File: src/rtl/selftest_pkg.sv
/*
  Shared constants and types of the memory self-test background and bypass block.
  Assumes one 8-bit wide, 64-word memory with a column mux of four, clocked by sys_clk at 50 MHz.
*/
package selftest_pkg;

  // ****************************************
  // Memory geometry
  // ****************************************
  localparam int DATA_W      = 8;
  localparam int ADDR_W      = 6;
  localparam int COL_MUX     = 4;
  localparam int COL_BIT     = $clog2(COL_MUX);
  localparam int SHARE_N     = 4;
  localparam int BYP_REGS    = DATA_W / SHARE_N;

  // ****************************************
  // Background table and select codes
  // ****************************************
  localparam logic [DATA_W-1:0] PAT_SOLID  = 8'h00;
  localparam logic [DATA_W-1:0] PAT_CHECK  = 8'h55;
  localparam logic [1:0]        SEL_SOLID  = 2'h1;
  localparam logic [1:0]        SEL_CHECK  = 2'h2;
  localparam logic              CS_ON      = 1'b1;

  // ****************************************
  // Timing
  // ****************************************
  localparam int SYS_CLK_NS  = 20;
  localparam int SLEEP_NS    = 1000000;
  localparam int SLEEP_CYC   = SLEEP_NS / SYS_CLK_NS;

  typedef enum logic [2:0] {ST_IDLE, ST_WRITE, ST_SLEEP, ST_READ, ST_DONE} seq_state_t;

endpackage

File: src/rtl/bg_if.sv
/*
  Interface between the test sequencer and the background generator.
  Assumes both ends sit in the same sys_clk domain; all signals are combinational.
*/
`timescale 1ns/100ps
interface pattern_if;
  import selftest_pkg::*;
  logic [1:0]        pat_index;
  logic [ADDR_W-1:0] addr;
  logic              style_check;
  logic [1:0]        background_select;
  logic              custom_en;
  logic              custom_two;
  logic [DATA_W-1:0] custom_a;
  logic [DATA_W-1:0] custom_b;
  logic              addr_inv_en;
  logic              col_inv_en;
  logic [DATA_W-1:0] pattern;
  logic [2:0]        pat_count;

  modport gen  (input pat_index, addr, style_check, background_select, custom_en, custom_two,
                input custom_a, custom_b, addr_inv_en, col_inv_en,
                output pattern, pat_count);
  modport user (output pat_index, addr, style_check, background_select, custom_en, custom_two,
                output custom_a, custom_b, addr_inv_en, col_inv_en,
                input pattern, pat_count);
endinterface

File: src/rtl/bg_gen.sv
/*
  Background generator: maps a background index and an address to the test word.
  Assumes the sequencer holds the index below the pattern count.
*/
`timescale 1ns/100ps
module pattern_gen
  import selftest_pkg::*;
(
  pattern_if.gen b
);

  // ****************************************
  // Background list and inversion
  // ****************************************
  logic [DATA_W-1:0] raw;
  logic              flip;

  always_comb
  begin
    raw         = PAT_SOLID;
    b.pat_count = 3'h1;
    if (b.custom_en && !b.style_check)
    begin
      raw = b.custom_a;
    end
    else if (b.custom_en)
    begin
      b.pat_count = 3'h4;
      unique case (b.pat_index)
        2'h0:    raw = b.custom_a;
        2'h1:    raw = ~b.custom_a;
        2'h2:    raw = b.custom_two ? b.custom_b : PAT_CHECK;
        default: raw = b.custom_two ? ~b.custom_b : ~PAT_CHECK;
      endcase
    end
    else if (b.style_check)
    begin
      if (b.background_select == SEL_SOLID)
        raw = PAT_SOLID;
      else if (b.background_select == SEL_CHECK)
        raw = PAT_CHECK;
      else
      begin
        b.pat_count = 3'h2;
        raw         = (b.pat_index == 2'h0) ? PAT_SOLID : PAT_CHECK;
      end
    end
  end

  // Both inversions fold together, so enabling both gives their XOR.
  assign flip      = (b.addr_inv_en & b.addr[0]) ^ (b.col_inv_en & b.addr[COL_BIT]);
  assign b.pattern = flip ? ~raw : raw;

endmodule

File: src/rtl/mbist_background_and_bypass.sv
/*
  Memory self-test sequencer with background generation, retention sleep and bypass path.
  Assumes the memory registers read data one cycle after it samples a read, runs on sys_clk
  through an external gate driven by mem_clk_en, and that all inputs are synchronous.
*/
`timescale 1ns/100ps
// Function
// - Select field picks solid, checker or both.
// - Solid and checkerboard come from fixed table.
// - Odd addresses get complemented background.
// - Flip background every column-mux addresses.
// - Custom solid uses the custom value.
// - Custom checker adds complements, default pair.
// - Sleep pauses one millisecond plus extension.
// - Retention runs timed or by handshake.
// - Bypass folds memory inputs onto read data.
// - Bypass switches scan clock to test clock.
// - Disabled bypass: chip select off, clock low.
// - Enabled bypass: chip select on, clock runs.
// - Bypass registers shared by output bit groups.
// - Bypass registers step on bypass clock.
// - Loop mode restarts testing without idle.
module mbist_background_and_bypass
  import selftest_pkg::*;
#(
  parameter int SLEEP_CYCLES = SLEEP_CYC,
  parameter int RET_EXTRA    = 0
)
(
  input  wire logic              sys_clk,
  input  wire logic              rst_n,
  input  wire logic              test_launch,
  input  wire logic [1:0]        background_select,
  input  wire logic              style_check,
  input  wire logic              custom_en,
  input  wire logic              custom_two,
  input  wire logic [DATA_W-1:0] custom_pattern_value,
  input  wire logic [DATA_W-1:0] custom_pattern_second,
  input  wire logic              addr_inv_en,
  input  wire logic              col_inv_en,
  input  wire logic              retention_en,
  input  wire logic              retention_handshake,
  input  wire logic              retention_resume,
  input  wire logic              loop_test_en,
  input  wire logic              bypass_en,
  input  wire logic              bypass_use_reg,
  input  wire logic              bypass_mem_disable,
  input  wire logic              multi_clock_source,
  input  wire logic              bypass_register_clock,
  input  wire logic [ADDR_W-1:0] func_addr,
  input  wire logic [DATA_W-1:0] func_wdata,
  input  wire logic              func_we,
  input  wire logic              func_cs,
  input  wire logic [DATA_W-1:0] mem_rdata,
  output logic      [ADDR_W-1:0] mem_addr,
  output logic      [DATA_W-1:0] mem_wdata,
  output logic                   mem_we,
  output logic                   mem_cs,
  output logic                   mem_clk_en,
  output logic      [DATA_W-1:0] func_rdata,
  output logic                   scan_clk_sel_test,
  output logic                   test_busy,
  output logic                   test_done,
  output logic                   test_fail,
  output logic                   retention_waiting
);

  // ****************************************
  // State
  // ****************************************
  typedef struct packed {
    seq_state_t          state;
    logic [ADDR_W-1:0]   addr;
    logic [1:0]          pat;
    logic [31:0]         cnt;
    logic                rd_pend;
    logic [DATA_W-1:0]   exp1;
    logic                cmp_vld;
    logic [DATA_W-1:0]   exp2;
    logic                fail;
    logic                done;
    logic                busy;
    logic                waiting;
    logic [ADDR_W-1:0]   m_addr;
    logic [DATA_W-1:0]   m_wdata;
    logic                m_we;
    logic                m_cs;
    logic                m_clk_en;
    logic [DATA_W-1:0]   rdata_out;
    logic                scan_sel;
    logic [BYP_REGS-1:0] byp;
    logic                bck_prev;
  } core_t;

  core_t s_r;
  core_t s_nxt;

  pattern_if bgi ();

  pattern_gen u_pattern_gen (
    .b (bgi)
  );

  assign bgi.pat_index         = s_r.pat;
  assign bgi.addr              = s_r.addr;
  assign bgi.style_check       = style_check;
  assign bgi.background_select = background_select;
  assign bgi.custom_en         = custom_en;
  assign bgi.custom_two        = custom_two;
  assign bgi.custom_a          = custom_pattern_value;
  assign bgi.custom_b          = custom_pattern_second;
  assign bgi.addr_inv_en       = addr_inv_en;
  assign bgi.col_inv_en        = col_inv_en;

  localparam logic [ADDR_W-1:0] ADDR_LAST = {ADDR_W{1'b1}};
  localparam logic [31:0]       WAIT_LAST = 32'(SLEEP_CYCLES + RET_EXTRA - 1);

  // ****************************************
  // Next state
  // ****************************************
  logic [DATA_W-1:0] fold;
  logic [1:0]        pat_last;

  always_comb
  begin
    s_nxt         = s_r;
    pat_last      = 2'(bgi.pat_count - 3'h1);
    fold          = func_wdata ^ DATA_W'(func_addr) ^ DATA_W'({func_we, func_cs});
    s_nxt.rd_pend = 1'b0;
    s_nxt.m_we    = 1'b0;
    s_nxt.m_cs    = ~CS_ON;
    s_nxt.done    = 1'b0;
    s_nxt.cmp_vld = s_r.rd_pend;
    s_nxt.exp2    = s_r.exp1;
    if (s_r.cmp_vld && (mem_rdata != s_r.exp2))
      s_nxt.fail = 1'b1;
    unique case (s_r.state)
      ST_IDLE:
      begin
        if (test_launch)
        begin
          s_nxt.state = ST_WRITE;
          s_nxt.addr  = '0;
          s_nxt.pat   = '0;
          s_nxt.fail  = 1'b0;
          s_nxt.busy  = 1'b1;
        end
      end
      ST_WRITE:
      begin
        s_nxt.m_addr  = s_r.addr;
        s_nxt.m_wdata = bgi.pattern;
        s_nxt.m_we    = 1'b1;
        s_nxt.m_cs    = CS_ON;
        s_nxt.addr    = ADDR_W'(s_r.addr + 1'b1);
        s_nxt.cnt     = '0;
        if (s_r.addr == ADDR_LAST)
          s_nxt.state = retention_en ? ST_SLEEP : ST_READ;
      end
      ST_SLEEP:
      begin
        if (retention_handshake)
        begin
          s_nxt.waiting = 1'b1;
          if (s_r.waiting && retention_resume)
          begin
            s_nxt.waiting = 1'b0;
            s_nxt.state   = ST_READ;
          end
        end
        else
        begin
          s_nxt.cnt = s_r.cnt + 32'h0000_0001;
          if (s_r.cnt >= WAIT_LAST)
            s_nxt.state = ST_READ;
        end
      end
      ST_READ:
      begin
        s_nxt.m_addr  = s_r.addr;
        s_nxt.m_cs    = CS_ON;
        s_nxt.rd_pend = 1'b1;
        s_nxt.exp1    = bgi.pattern;
        s_nxt.addr    = ADDR_W'(s_r.addr + 1'b1);
        if (s_r.addr == ADDR_LAST)
        begin
          s_nxt.state = ST_WRITE;
          s_nxt.pat   = 2'(s_r.pat + 1'b1);
          if (s_r.pat >= pat_last)
          begin
            s_nxt.pat   = '0;
            // Loop mode goes straight back to writing, so no command gap appears.
            s_nxt.state = loop_test_en ? ST_WRITE : ST_DONE;
          end
        end
      end
      ST_DONE:
      begin
        // Waits two cycles so the last read is compared before done is shown.
        if (!s_r.cmp_vld && !s_r.rd_pend)
        begin
          s_nxt.state = ST_IDLE;
          s_nxt.done  = 1'b1;
          s_nxt.busy  = 1'b0;
        end
      end
      default:
        s_nxt.state = ST_IDLE;
    endcase

    // ****************************************
    // Bypass path
    // ****************************************
    s_nxt.bck_prev = bypass_register_clock;
    s_nxt.scan_sel = bypass_en & multi_clock_source;
    s_nxt.m_clk_en = 1'b1;
    if (bypass_en && !s_r.busy)
    begin
      s_nxt.m_cs     = bypass_mem_disable ? ~CS_ON : CS_ON;
      s_nxt.m_clk_en = ~bypass_mem_disable;
    end
    if (bypass_register_clock && !s_r.bck_prev)
    begin
      for (int j = 0; j < BYP_REGS; j++)
        s_nxt.byp[j] = ^fold[j*SHARE_N +: SHARE_N];
    end
    s_nxt.rdata_out = mem_rdata;
    if (bypass_en)
    begin
      for (int i = 0; i < DATA_W; i++)
        s_nxt.rdata_out[i] = bypass_use_reg ? s_r.byp[i / SHARE_N] : fold[i];
    end
  end

  // ****************************************
  // Registers
  // ****************************************
  always_ff @(posedge sys_clk or negedge rst_n)
  begin
    if (!rst_n)
      s_r <= '0;
    else
      s_r <= s_nxt;
  end

  assign mem_addr          = s_r.m_addr;
  assign mem_wdata         = s_r.m_wdata;
  assign mem_we            = s_r.m_we;
  assign mem_cs            = s_r.m_cs;
  assign mem_clk_en        = s_r.m_clk_en;
  assign func_rdata        = s_r.rdata_out;
  assign scan_clk_sel_test = s_r.scan_sel;
  assign test_busy         = s_r.busy;
  assign test_done         = s_r.done;
  assign test_fail         = s_r.fail;
  assign retention_waiting = s_r.waiting;

endmodule

File: config.mk
export PLATFORM = sky130hd
export DESIGN_NAME = mbist_background_and_bypass
export DESIGN_NICKNAME = d
export VERILOG_FILES = /design/src/rtl/selftest_pkg.sv /design/src/rtl/bg_if.sv /design/src/rtl/bg_gen.sv /design/src/rtl/mbist_background_and_bypass.sv
export SDC_FILE = /design/constraint.sdc
export NUM_CORES = 1
export LEC_CHECK = 0
export BUFFER_PORTS_ARGS = -buffer_cell sky130_fd_sc_hd__buf_2
export CAP_MARGIN = 0
export CORE_UTILIZATION = 57
export CTS_CLUSTER_DIAMETER = 100
export DETAILED_ROUTE_END_ITERATION = 8
export GPL_TIMING_DRIVEN = 1
export MAX_ROUTING_LAYER = met4
export PLACE_DENSITY = 0.81
export SYNTH_ARGS = -nofsm -noshare
export SYNTH_HDL_FRONTEND = slang
export SYNTH_SLANG_ARGS = --single-unit
File: constraint.sdc
create_clock -name sys_clk -period 2.35 [get_ports sys_clk]
set_input_delay 0.235 -clock sys_clk [delete_from_list [all_inputs] [get_ports sys_clk]]
set_output_delay 0.235 -clock sys_clk [all_outputs]
set_load 0.01 [all_outputs]
Word level (Yosys, flattened, before mapping):

Index checks and enable logic that the tools add are counted.

* bits in registers: 94
* bits of input ports: 59
* output and inout bits: 30

* add/sub/neg operators: 4
* magnitude comparators: 2
* eq/ne operators: 17
* mux-type cells: 54
* bitwise gates (word level): 10
* reduce and logical (&&, ||, !) cells: 26

Operators by type and width (number)
* 8-bit 2-to-1 mux: 9
* 32-bit case mux with 2 select lines: 1
* 32-bit by 1-bit adder with 32-bit output (second input constant): 1
* 32-bit by 16-bit >= comparator with 1-bit output (second input constant): 1
* 32-bit 2-to-1 mux: 1
* 3-bit 2-to-1 mux: 8
* 8-bit inverter: 3
* 8-bit case mux with 3 select lines: 1
* 1-bit 2-to-1 mux: 18
* 2-bit 2-to-1 mux: 9
* 3-bit case mux with 5 select lines: 1
* 6-bit case mux with 2 select lines: 1
* 11-bit 2-to-1 mux: 1
* 2-bit != test (second input constant): 5
* 9-bit 2-to-1 mux: 1
* 8-bit != test: 1
* 2-bit nonzero test: 4
* 4-bit XOR reduction: 2
* 8-bit by 2-bit XOR with 8-bit output: 1
* 8-bit by 6-bit XOR with 8-bit output: 1
* 7-bit 2-to-1 mux: 1
* 6-bit by 1-bit adder with 6-bit output (second input constant): 1
* 3-bit by 2-bit equality test with 1-bit output (second input constant): 2
* 6-bit equality test (second input constant): 1
* other kinds (21): 38

Depth between registers and ports, before layout:

* depth in word-level cells: 11
* depth in mapped cells: 10
* gate-level depth less buffers: 10

Hierarchy:

From an unflattened synthesis, not the netlist that was laid out.

* cells, all modules: 548
* area, all modules: 5201.2 µm²

Modules (own cells, without submodules)
* mbist_background_and_bypass: instances 1, cells an instance 459, area each 4598.2 µm², seq. area each 2352.3 µm²
* pattern_gen: instances 1, cells an instance 89, area each 603.1 µm², seq. area each 0.0 µm²

Worst setup path before layout:

Ideal clock, no wire load.

* path type: reg-to-reg
* start point: register s_r (netlist bit bgi.pat_index[0])
* end point: register s_r (netlist bit s_nxt[39])
* library setup time: 0.136 ns
* arrival time: 1.767 ns
* setup slack: 0.447 ns
* cell stages (with the launch flop): 9
* path through: dfrtp_1 inv_1 ha_1 clkbuf_1 mux2_2 a211o_1 a31oi_1 xor2_1 o21ai_0

* longest elaborated chain between the ends: 9

RTL lines
* from (decl): RTL line mbist_background_and_bypass.sv:95 `core_t s_r;`
* from (signal assigned): RTL line mbist_background_and_bypass.sv:243 `s_r <= s_nxt;`
* 2-bit logical NOT: RTL line bg_gen.sv:29, bg_gen.sv:45
* 7-bit 2-to-1 mux: RTL line bg_gen.sv:45 `raw = (b.pat_index == 2'h0) ? PAT_SOLID : PAT_CHECK;`
* 8-bit 2-to-1 mux: RTL line bg_gen.sv:40 `else if (b.background_select == SEL_CHECK)`
* 8-bit 2-to-1 mux: RTL line bg_gen.sv:38 `if (b.background_select == SEL_SOLID)`
* 8-bit 2-to-1 mux: RTL line bg_gen.sv:36 `else if (b.style_check)`
* 8-bit 2-to-1 mux *: RTL line bg_gen.sv:26 `else if (b.custom_en)`
* 8-bit 2-to-1 mux *: RTL line bg_gen.sv:22 `if (b.custom_en && !b.style_check)`
* 8-bit inverter: RTL line bg_gen.sv:52 `assign b.pattern = flip ? ~raw : raw;`
* 8-bit 2-to-1 mux *: RTL line bg_gen.sv:52

Mark *: on every way between the ends. The rest lies on a longest branch, timed or not.
A chain may end at the register's enable or synchronous reset.

Final worst setup path:

* start point: register s_r (netlist bit bgi.pat_index[0])
* end point: register s_r (netlist bit mem_wdata[6])

The elaborated chain is that of the path after synthesis.

==> run metrics <==
outcome finished, violations left; failing checks design-rule violations; Rows 34; worst endpoint required time roughly 2600 ps; mux contribution to synthesized area approximately 2.3%; xor and xnor area share after synthesis 8.42%; total power draw just under 5000 uW; Die Y 98.1 um; clock root buffer master clkbuf_8; Vias 4410; Fmax achieved 0.464 GHz; Synth top area share between 40% and 50%; Rel. slew slack 58.0%; nets@finish 707; Final Hold Viols 0; placed insts ~730; Crit Path Max Fanout 10; Power Density 827 nW/um2; global-route wire length before repair 20.5 mm; total global-route track usage about 28%; flop2flop setup slack 190 ps; combinational family with the most area after synthesis simple AND/OR/NAND/NOR gates; most frequent cell after synthesis dfrtp_1; HP Class input pin to flop; LEAKAGE 0.00269 uW; Adder-Cell Fraction of Synth Area under 10%; cell taking the most area after synthesis dfrtp_1; Max H-tree Level 3; final worst-path cycle share between 90% and 100%; WHS Path Cells 2; antenna violations before repair 0; Avg Cell Area, Syn 9.23 um2; Area growth syn-to-layout 12.3%; Seq/Total Area, Yosys 44.7%; unrepaired setup endpoints after global routing no; Slew @ Worst Pin 630 ps; Worst-Skew Late Latency around 370 ps; IO Pins 89; min-delay src bypass_mem_disable; crit-path cells inv_1 -> ha_1 -> nor3b_1 -> nor3_1 -> a31oi_1 -> xor2_1 -> o21ai_0; Ys Warns 0; largest net degree at the start of global routing between 50 and 60; diodes inserted 0; initial core utilization 59.7%; Setup TNS 0 ps; RePlAce Congestion 0.911; die area 9610 um2; drt initial violations 312; die width 98.1 um; Seq cells post-synth 94; critical setup path kind flop to flop; max incr delay on CP 450 ps; DRT Wirelength between 10 and 15 mm; hold slack 49.4 ps; clk buf depth 2; synth cell count leaders dfrtp_1 (94), nand2_1 (75), o21ai_0 (46); CP max stage cell nor3_1; r2r endpoint mem_wdata[6]; EDFF count, synth 0; RR Startpoint bgi.pat_index[0]; CP delay by family, top simple AND/OR/NAND/NOR gates; Buf/Inv on CP 1; fraction of layout cells with a size suffix above 1 20.4%; register area approximately 2400 um2; detailed placer's ending HPWL ~9 mm; crit end category flop; number of vias per cell roughly 5.9; # DRC 11; Synth Flop Type dfrtp_1; synthesized instance count 570; Worst EP arrival ~2400 ps; Syn Nets roughly 640; PortBufs 88; Final Max Tran Viols 0; clk sinks 94; critical path startpoint category flop; core area 8810 um2; hold endpoint mem_clk_en; GRT overflow 0; Antenna Nets Post-Route 0; fraction of registers with async set/reset 100%; Clock Pin Slew Worst Setup and Hold Paths 90 ps; routed length per instance 16.1 um; Syn Std Cell Area 5260 um2; Setup violations, final 0; post-synthesis simple-gate area fraction 22.1%; Max Cap Violations 0; vias in the first global route ~4400; min Tclk post-route 2160 ps; post-synth cell types 60; layout filler cell count 686; compound-cell area share of the yosys netlist around 14%; multi-input logic area between 2000 and 3000 um2; skew final 9.33 ps; CTS tree built; Post-Layout Cell Count 751; R2R depth 7; cts bufs inserted 9; synth top area cells dfrtp_1 (45%), xor2_1 (5.7%), nand2_1 (5.4%); Pre-antenna DRT Iters 7; worst IR drop on VDD around 0.47 mV
[state kept, by name, indices dropped and copies added, names as in the netlist]
name / count
test_fail: 1
mem_wdata: 8
scan_clk_sel_test: 1
retention_waiting: 1
mem_we: 1
test_done: 1
s_r: 47
mem_cs: 1
mem_addr: 6
s_nxt: 9
bgi.addr: 6
mem_clk_en: 1
func_rdata: 8
bgi.pat_index: 2
test_busy: 1
[routing by layer]
layer	global-route usage [%]	vias to the layer above	part of all wire, %
met3	4.37	21	5.9
met1	37.1	2118	45
met5	-	-	0
li1	-	2103	-
met2	43.1	168	47
met4	9.21	0	1.9
[power breakdown]
group          internal (uW)  switching [uW]  total, uW
clock network            528             588       1120
registers               2000             283       2280
logic                    591             898       1490
[cell families (layout without fill, tap and decap cells)]
group           after synthesis  after routing
flops                        94             94
mux                          12             12
buf+inv                      65            138
fa+ha+maj                    10             10
xor+xnor                     49             49
compound gates              115            115
simple gates                225            225
[stage by stage]
| step | utilization [%] | area [um2] | worst slack (ps) |
|---|---|---|---|
| finish | 67.1 | 5910 | 193 |
| global route | 67.1 | 5910 | 16.5 |
| CTS | 67.1 | 5910 | 179 |
| detailed placement | 64.5 | 5680 | 200 |
| global placement | 64.5 | 5680 | 299 |
| floorplan | - | 5260 | 447 |
[final cells by class]
class / count / share of cell area, %
Clock buffer: 10 / 2.33
Clock inverter: 6 / 1.17
Inverter: 19 / 1.21
Multi-Input combinational cell: 411 / 43.5
Sequential cell: 94 / 39.8
Tap cell: 108 / 2.29
Timing Repair Buffer: 103 / 9.70
[how the worst max path moves through the flow]
| stage | from | cells after the start | slack, ps | end |
|---|---|---|---|---|
| 2_1_floorplan | bgi.pat_index[0] | 8 | 450 | s_nxt[39] |
| 3_3_place_gp | s_r[92] | 5 | 300 | s_r[77] |
| 3_5_place_dp | bgi.pat_index[0] | 7 | 200 | mem_wdata[6] |
| 4_1_cts | bgi.pat_index[0] | 7 | 180 | mem_wdata[6] |
| 5_1_grt | bgi.pat_index[0] | 7 | 20 | s_nxt[39] |
| 6_report | bgi.pat_index[0] | 7 | 190 | mem_wdata[6] |
[cell usage in the layout, fill, tap and decap left out, drive strengths merged, types with 6 or more instances in the layout]
cell    instances
xnor2          14
o211ai          9
dfrtp          94
nor2           41
nand4           6
buf           101
and2            6
nor2b           8
ha             10
o21ai          46
nand2          75
clkbuf         10
nor3            7
xor2           34
nor4            9
nand2b          9
a21oi          22
inv            21
a31oi           7
mux2i          10
nand3          31
[what timing repair did]
item / CTS / global route
hold buffers: 2 / 0
buffers inserted: 0 / 0
gates resized for setup: 0 / 0
hold endpoints to repair: 50 / 0
Note: power is estimated with default switching activity, not from simulation.
